**src/pkg/udc_pkg.sv**
```systemverilog
/*
  Shared constants and types of the synchronous 4-bit up/down counter.
  Assumes one clock domain and a 32-bit classic Wishbone register port.
*/
package udc_pkg;

  // ----------------------------------------------------------------
  // Counter geometry
  // ----------------------------------------------------------------
  localparam int         CNT_W   = 4;
  localparam logic [3:0] CNT_MAX = 4'hF;
  localparam logic [3:0] CNT_MIN = 4'h0;
  localparam logic [3:0] CNT_ONE = 4'h1;

  // ----------------------------------------------------------------
  // Register port
  // ----------------------------------------------------------------
  localparam int         WB_AW = 8;
  localparam int         WB_DW = 32;
  localparam int         WB_SW = 4;

  localparam logic [7:0] REG_STATUS = 8'h00;
  localparam logic [7:0] REG_CTRL   = 8'h04;
  localparam logic [7:0] REG_WRAPS  = 8'h08;

  localparam int         STAT_COUNT_LSB  = 0;
  localparam int         STAT_CARRY_BIT  = 4;
  localparam int         STAT_UP_BIT     = 5;
  localparam int         STAT_FREEZE_BIT = 8;
  localparam int         CTRL_FREEZE_BIT = 0;
  localparam int         WRAP_W          = 16;

  localparam logic              CTRL_FREEZE_RST = 1'b0;
  localparam logic [WRAP_W-1:0] WRAPS_RST       = 16'h0000;
  localparam logic [WRAP_W-1:0] WRAPS_ONE       = 16'h0001;
  localparam logic [WB_DW-1:0]  RD_ZERO         = 32'h0000_0000;

  // ----------------------------------------------------------------
  // Operation chosen at each clock edge
  // ----------------------------------------------------------------
  typedef enum logic [1:0] {
    UDC_OP_HOLD = 2'b00,
    UDC_OP_LOAD = 2'b01,
    UDC_OP_UP   = 2'b10,
    UDC_OP_DOWN = 2'b11
  } udc_op_t;

endpackage

```
**src/design/udc_next.sv**
```systemverilog
/*
  Next-value logic of the counter: picks load, count up, count down or hold.
  Assumes all inputs are sampled by the caller on the same rising clock edge.
*/
`timescale 1ns/1ns
module udc_next (
  input  wire logic                       load_n_i,
  input  wire logic                       count_enable_parallel_n_i,
  input  wire logic                       trickle_enable_n_i,
  input  wire logic                       up_i,
  input  wire logic                       freeze_i,
  input  wire logic [udc_pkg::CNT_W-1:0]  data_i,
  input  wire logic [udc_pkg::CNT_W-1:0]  count_i,
  output udc_pkg::udc_op_t                op_o,
  output logic      [udc_pkg::CNT_W-1:0]  next_count_o
);

  wire logic                      do_load;
  wire logic                      do_count;
  wire logic [udc_pkg::CNT_W-1:0] count_inc;
  wire logic [udc_pkg::CNT_W-1:0] count_dec;

  // Load wins over counting and is not gated by the enables
  assign do_load   = ~load_n_i;
  assign do_count  = ~count_enable_parallel_n_i & ~trickle_enable_n_i
                     & ~freeze_i;
  // Four-bit arithmetic wraps modulo sixteen by itself
  assign count_inc = count_i + udc_pkg::CNT_ONE;
  assign count_dec = count_i - udc_pkg::CNT_ONE;

  assign op_o = do_load  ? udc_pkg::UDC_OP_LOAD :
                !do_count ? udc_pkg::UDC_OP_HOLD :
                up_i     ? udc_pkg::UDC_OP_UP   : udc_pkg::UDC_OP_DOWN;

  always_comb begin
    unique case (op_o)
      udc_pkg::UDC_OP_LOAD: next_count_o = data_i;
      udc_pkg::UDC_OP_UP:   next_count_o = count_inc;
      udc_pkg::UDC_OP_DOWN: next_count_o = count_dec;
      udc_pkg::UDC_OP_HOLD: next_count_o = count_i;
    endcase
  end

endmodule

```
**src/design/udc_carry.sv**
```systemverilog
/*
  Ripple-carry decode: low at the terminal count in the present direction while the trickle enable is active.
  Assumes the caller feeds the stored count; no clock is involved here.
*/
`timescale 1ns/1ns
module udc_carry (
  input  wire logic                       trickle_enable_n_i,
  input  wire logic                       up_i,
  input  wire logic [udc_pkg::CNT_W-1:0]  count_i,
  output logic                            terminal_o,
  output logic                            carry_out_n_o
);

  wire logic at_max;
  wire logic at_min;

  assign at_max     = (count_i == udc_pkg::CNT_MAX);
  assign at_min     = (count_i == udc_pkg::CNT_MIN);
  assign terminal_o = up_i ? at_max : at_min;
  // Only the trickle enable gates the carry, so a stage held by its
  // parallel enable still passes the carry on to the next stage
  assign carry_out_n_o = ~(terminal_o & ~trickle_enable_n_i);

endmodule

```
**src/design/udc_counter.sv**
```systemverilog
/*
  Top of the synchronous presettable 4-bit up/down counter with a small
  classic Wishbone register port for freeze control and status readback.
  Assumes the counter pins are driven by logic on clk_i, so they are used
  without synchronisers, and that the register master follows classic
  single-cycle Wishbone.
*/
`timescale 1ns/1ns
module udc_counter (
  input  wire logic                         clk_i,
  input  wire logic                         rst_i,
  input  wire logic                         load_n_i,
  input  wire logic [udc_pkg::CNT_W-1:0]    data_i,
  input  wire logic                         count_enable_parallel_n_i,
  input  wire logic                         trickle_enable_n_i,
  input  wire logic                         up_i,
  output logic      [udc_pkg::CNT_W-1:0]    count_o,
  output logic                              carry_out_n_o,
  input  wire logic                         wb_cyc_i,
  input  wire logic                         wb_stb_i,
  input  wire logic                         wb_we_i,
  input  wire logic [udc_pkg::WB_AW-1:0]    wb_adr_i,
  input  wire logic [udc_pkg::WB_SW-1:0]    wb_sel_i,
  input  wire logic [udc_pkg::WB_DW-1:0]    wb_dat_i,
  output logic      [udc_pkg::WB_DW-1:0]    wb_dat_o,
  output logic                              wb_ack_o
);

  // ----------------------------------------------------------------
  // Declarations
  // ----------------------------------------------------------------
  logic [udc_pkg::CNT_W-1:0]   count;
  logic                        freeze;
  logic [udc_pkg::WRAP_W-1:0]  wraps;
  logic                        ack;
  logic [udc_pkg::WB_DW-1:0]   rd_data_q;

  udc_pkg::udc_op_t            op;
  wire logic [udc_pkg::CNT_W-1:0] next_count;
  wire logic                   terminal;
  wire logic                   carry_n;

  wire logic                   wb_req;
  wire logic                   wb_wr_commit;
  wire logic                   hit_status;
  wire logic                   hit_ctrl;
  wire logic                   hit_wraps;
  wire logic                   wr_ctrl;
  wire logic                   wr_freeze_val;
  wire logic                   clr_wraps;
  wire logic                   wrap_event;
  wire logic [udc_pkg::WB_DW-1:0] status_word;
  wire logic [udc_pkg::WB_DW-1:0] ctrl_word;
  wire logic [udc_pkg::WB_DW-1:0] wraps_word;
  wire logic [udc_pkg::WB_DW-1:0] rd_data;
  logic [udc_pkg::WRAP_W-1:0]  next_wraps;

  // ----------------------------------------------------------------
  // Counter core
  // ----------------------------------------------------------------
  udc_next u_next (
    .load_n_i                  (load_n_i),
    .count_enable_parallel_n_i (count_enable_parallel_n_i),
    .trickle_enable_n_i        (trickle_enable_n_i),
    .up_i                      (up_i),
    .freeze_i                  (freeze),
    .data_i                    (data_i),
    .count_i                   (count),
    .op_o                      (op),
    .next_count_o              (next_count)
  );

  // No reset on purpose: the count powers up unknown, like the part
  always_ff @(posedge clk_i) begin
    count <= next_count;
  end

  assign count_o = count;

  // ----------------------------------------------------------------
  // Carry output
  // ----------------------------------------------------------------
  udc_carry u_carry (
    .trickle_enable_n_i (trickle_enable_n_i),
    .up_i               (up_i),
    .count_i            (count),
    .terminal_o         (terminal),
    .carry_out_n_o      (carry_n)
  );

  // Combinational on purpose: a registered carry would lag the enable
  // by a cycle and break single-clock cascading of stages
  assign carry_out_n_o = carry_n;

  // ----------------------------------------------------------------
  // Wrap event counter
  // ----------------------------------------------------------------
  assign wrap_event = terminal &&
                      (((op == udc_pkg::UDC_OP_UP)   &&  up_i) ||
                       ((op == udc_pkg::UDC_OP_DOWN) && !up_i));

  // A wrap in the clearing cycle is kept: the clear drops the old count and the counter restarts at one
  always_comb begin
    if (clr_wraps) begin
      next_wraps = wrap_event ? udc_pkg::WRAPS_ONE : udc_pkg::WRAPS_RST;
    end else if (wrap_event) begin
      next_wraps = wraps + udc_pkg::WRAPS_ONE;
    end else begin
      next_wraps = wraps;
    end
  end

  always_ff @(posedge clk_i) begin
    if (rst_i) begin
      wraps <= udc_pkg::WRAPS_RST;
    end else begin
      wraps <= next_wraps;
    end
  end

  // ----------------------------------------------------------------
  // Wishbone slave
  // ----------------------------------------------------------------
  assign wb_req       = wb_cyc_i & wb_stb_i;
  // Writes land on the edge where the master sees ack
  assign wb_wr_commit = wb_req & wb_we_i & ack;
  assign hit_status   = (wb_adr_i == udc_pkg::REG_STATUS);
  assign hit_ctrl     = (wb_adr_i == udc_pkg::REG_CTRL);
  assign hit_wraps    = (wb_adr_i == udc_pkg::REG_WRAPS);
  assign wr_ctrl      = wb_wr_commit & hit_ctrl & wb_sel_i[0];
  assign wr_freeze_val = wb_dat_i[udc_pkg::CTRL_FREEZE_BIT];
  assign clr_wraps    = wb_wr_commit & hit_wraps;

  assign status_word = {23'h00_0000, freeze, 2'h0, up_i, carry_n, count};
  assign ctrl_word   = {31'h0000_0000, freeze};
  assign wraps_word  = {16'h0000, wraps};

  // Unmapped addresses still answer, with zero data and no effect
  assign rd_data = hit_status ? status_word :
                   hit_ctrl   ? ctrl_word   :
                   hit_wraps  ? wraps_word  : udc_pkg::RD_ZERO;

  always_ff @(posedge clk_i) begin
    if (rst_i) begin
      ack <= 1'b0;
    end else begin
      ack <= wb_req & ~ack;
    end
  end

  always_ff @(posedge clk_i) begin
    if (rst_i) begin
      rd_data_q <= udc_pkg::RD_ZERO;
    end else if (wb_req & ~ack) begin
      rd_data_q <= rd_data;
    end
  end

  always_ff @(posedge clk_i) begin
    if (rst_i) begin
      freeze <= udc_pkg::CTRL_FREEZE_RST;
    end else if (wr_ctrl) begin
      freeze <= wr_freeze_val;
    end
  end

  assign wb_ack_o = ack;
  assign wb_dat_o = rd_data_q;
endmodule

```
**config.mk**
```make
export PLATFORM = sky130hd
export DESIGN_NAME = udc_counter
export DESIGN_NICKNAME = d
export VERILOG_FILES = /design/src/pkg/udc_pkg.sv /design/src/design/udc_next.sv /design/src/design/udc_carry.sv /design/src/design/udc_counter.sv
export SDC_FILE = /design/constraint.sdc
export NUM_CORES = 1
export LEC_CHECK = 0
export ABC_AREA = 0
export BUFFER_PORTS_ARGS = -buffer_cell sky130_fd_sc_hd__buf_4
export CORE_MARGIN = 2
export CORE_UTILIZATION = 44
export CTS_BUF_LIST = sky130_fd_sc_hd__clkbuf_4 sky130_fd_sc_hd__clkbuf_8
export DETAILED_ROUTE_END_ITERATION = 8
export GPL_TIMING_DRIVEN = 0
export HOLD_SLACK_MARGIN = 0.05
export PLACE_DENSITY = 0.75
export SYNTH_ARGS = -nofsm -noshare
export SYNTH_HDL_FRONTEND = slang
export SYNTH_HIERARCHICAL = 1
export SYNTH_SLANG_ARGS = --single-unit
```
**constraint.sdc**
```tcl
create_clock -name clk_i -period 7.2 [get_ports clk_i]
set_input_delay 0.36 -clock clk_i [delete_from_list [all_inputs] [get_ports clk_i]]
set_output_delay 0.36 -clock clk_i [all_outputs]
set_load 0.02 [all_outputs]
```
==> metrics.txt <==
Post-synth EDFFs=0; final setup vio count=0; Leak=around 1.0 nW; Setup WS post-layout=~4500 ps; FMAX=around 360 MHz; Area Growth Syn to Fin=28.26%; Die ar.=0.004976 sq mm; Hold Fails Final Rpt=0; htree depth=2; RR Startpoint=count_o[0]; Seq cells post-synth=38; io pins=95; ANT nets after route=0; total grt overflow=0; dominant synthesized flop cell=dfxtp_1; dpl ws=approximately 4500 ps; area post-placement=~0.0024 sq mm; GRT Resource Usage Total=0.1844; fin area=around 0.0025 sq mm; CTS tree=done; Root Driver=clkbuf_8; hpwl dp=~3400 microns; Max Cap Viol=0; vias in the first global route=1,587; final core occ=0.5778; cell area after synthesis=a little under 0.002 sq mm; worst skew pair latency=roughly 300 ps; Worst EP required=approximately 7400 ps; WS Path Type=flip-flop to flip-flop; max-slew violations=0; clock slew at reported path FFs=around 70 ps; Syn Inst Count=220; Synth top area share=0.3905; yosys warns=6; Async S/R FF share, synth=0; row count=24; Core ar.=0.004324 sq mm; RSZ-0062 raised after global routing=no; post-CTS sizing=0; Final Skew=about 6.6 ps; I/O Buffers=42; Compound-Gate Fraction of Synth Area=0.1349; layout cells sized above 1=0.2912; GPL Wtd Cong=about 0.83; worst slew pin tran=~670 ps; simple logic cell fraction of the synthesized area=0.2640; Area contributors post-synth=dfxtp_1 39%, buf_4 6.2%, nor2_1 6.2%; worst min-delay path class=input pin to flip-flop; top cells by count, synth=38 x dfxtp_1, 32 x nor2_1, 16 x buf_4, 11 x xnor2_1; Post-CTS Setup Bufs=0; DR vias/cell=approximately 5.2; post-DR wirelength/cell=13.39 microns; via count=1,764; max_slew headroom=0.5511; fillers=approximately 390; most numerous cell in the Yosys netlist=dfxtp_1; Setup TNS Final=0 ps; hold path start=data_i[2]; Nets=343; syn_area_per_cell=8.855 sq um; Routed WL=4511 microns; post-synthesis mux area share=0.05523; Die Wd=70.54 microns; status=finished, final reports clean; combinational family with the most area after synthesis=simple AND/OR/NAND/NOR gates; hold_buf cts=0; register area share after synthesis=0.3905; largest net degree at the start of global routing=12; minimum clock period=between 2000 and 3000 ps; period utilization=0.3809; xor/xnor share of the synthesized area=0.05395; crit path capture type=flip-flop; startpoint types=flip-flop; Synth Area in Adders=0.01285; chip height=approximately 70 microns; Initial Util=0.4505; drt drc=0; initial antenna violation count=0; peak supply drop=~0.15 mV; PD cells=between 150 and 200 mW/mm^2; ANT cells=0; Num CTS Buffers=5; Worst setup startpoint=count_o[0]; drt first pass iters=4; cell taking the most area after synthesis=dfxtp_1; CTS Buffer Depth=2; CP Data Arrival Time=approximately 3000 ps; first-pass GRT wire length=between 7000 and 8000 microns; post-synth cell types=between 40 and 50; clock sink count=38; DR iter-0 viols=54; Worst Path Max Fanout=8
[cells in the final DEF, fill, tap and decap left out, types with 2 or more instances in the layout]
cell and n:
nor3_1 4, nand2_1 9, ha_1 2, a22oi_1 6
nand3_1 6, clkbuf_1 7, o21ai_0 7, buf_2 2
nor4_1 3, clkbuf_4 2, nand2b_1 2, mux2i_1 4
buf_4 58, dfxtp_1 38, nor2_1 32, conb_1 16
or3_1 8, inv_1 2, a32oi_1 9, nand4_2 2
or4_4 3, xnor2_1 11, nand4_1 7, clkbuf_8 5
a21oi_1 8, a2bb2oi_1 2, nand3b_1 4, mux2_2 6
nor4b_1 2
[per-layer routing]
metal  global-route usage  up-vias  share of wire
li1                     -      898              -
met1               0.2422      821           0.46
met4              0.03145        0         0.0060
met3              0.06125        2          0.063
met2               0.3029       43           0.48
met5                    0        -              0
[power by group]
group          leakage [nW]  total [mW]  internal (mW)  switching, mW
combinational         0.675      0.0673         0.0310         0.0363
clock                0.0593       0.185          0.111         0.0738
sequential            0.308       0.222          0.214        0.00822
[sequential cells by signal (all words and copies together), names as in the netlist]
name and cells:
wb_dat_o 16, wraps 16, count_o 4, freeze 1
wb_ack_o 1
[stage by stage]
step                      cells  hold slack [ps]  power [mW]
after floorplan             235            458.3      0.2697
after global placement      329            445.6      0.2922
after detailed placement    329            459.2      0.2937
after CTS                   337            287.2      0.4781
after global routing        337            289.6      0.4937
final                       337            292.5      0.4741
[final timing paths]
kind | to | slack (ps) | cells after the start
worst max register to register | wraps[11] | 4460 | 7
worst min-delay path | count_o[2] | 290 | 3
worst min register to register | wb_dat_o[0] | 460 | 2
worst max-delay path | wraps[11] | 4460 | 7
[cells by family after synthesis]
kind of cell             count (synthesis)
multiplexers                            10
flip-flops                              38
AO/OA/AOI/OAI                           37
other                                    1
adder cells (fa/ha/maj)                  2
XOR/XNOR                                12
AND/OR/NAND/NOR                         92
buffers and inverters                   28
[final cells by class]
class / instances / area (sq um) / share of cell area
well taps: 52 / 65.06 / 0.02604
clock buffers: 7 / 83.83 / 0.03355
inverters: 2 / 7.507 / 0.003005
repair buffers: 42 / 315.3 / 0.1262
flip-flops and latches: 38 / 760.7 / 0.3045
multi-input cells: 169 / 1075 / 0.4301
clock inverters: 1 / 30.03 / 0.01202
plain buffers: 26 / 161.4 / 0.06460
[critical path, stage by stage (launching register included)]
cell      delay, ps
dfxtp_1         410
or4_4           570
mux2i_1         280
nand4_2         200
or4_1           540
clkbuf_2        170
or3_1           360
a21oi_1         140
No activity file was read; power rests on OpenSTA's default activity.
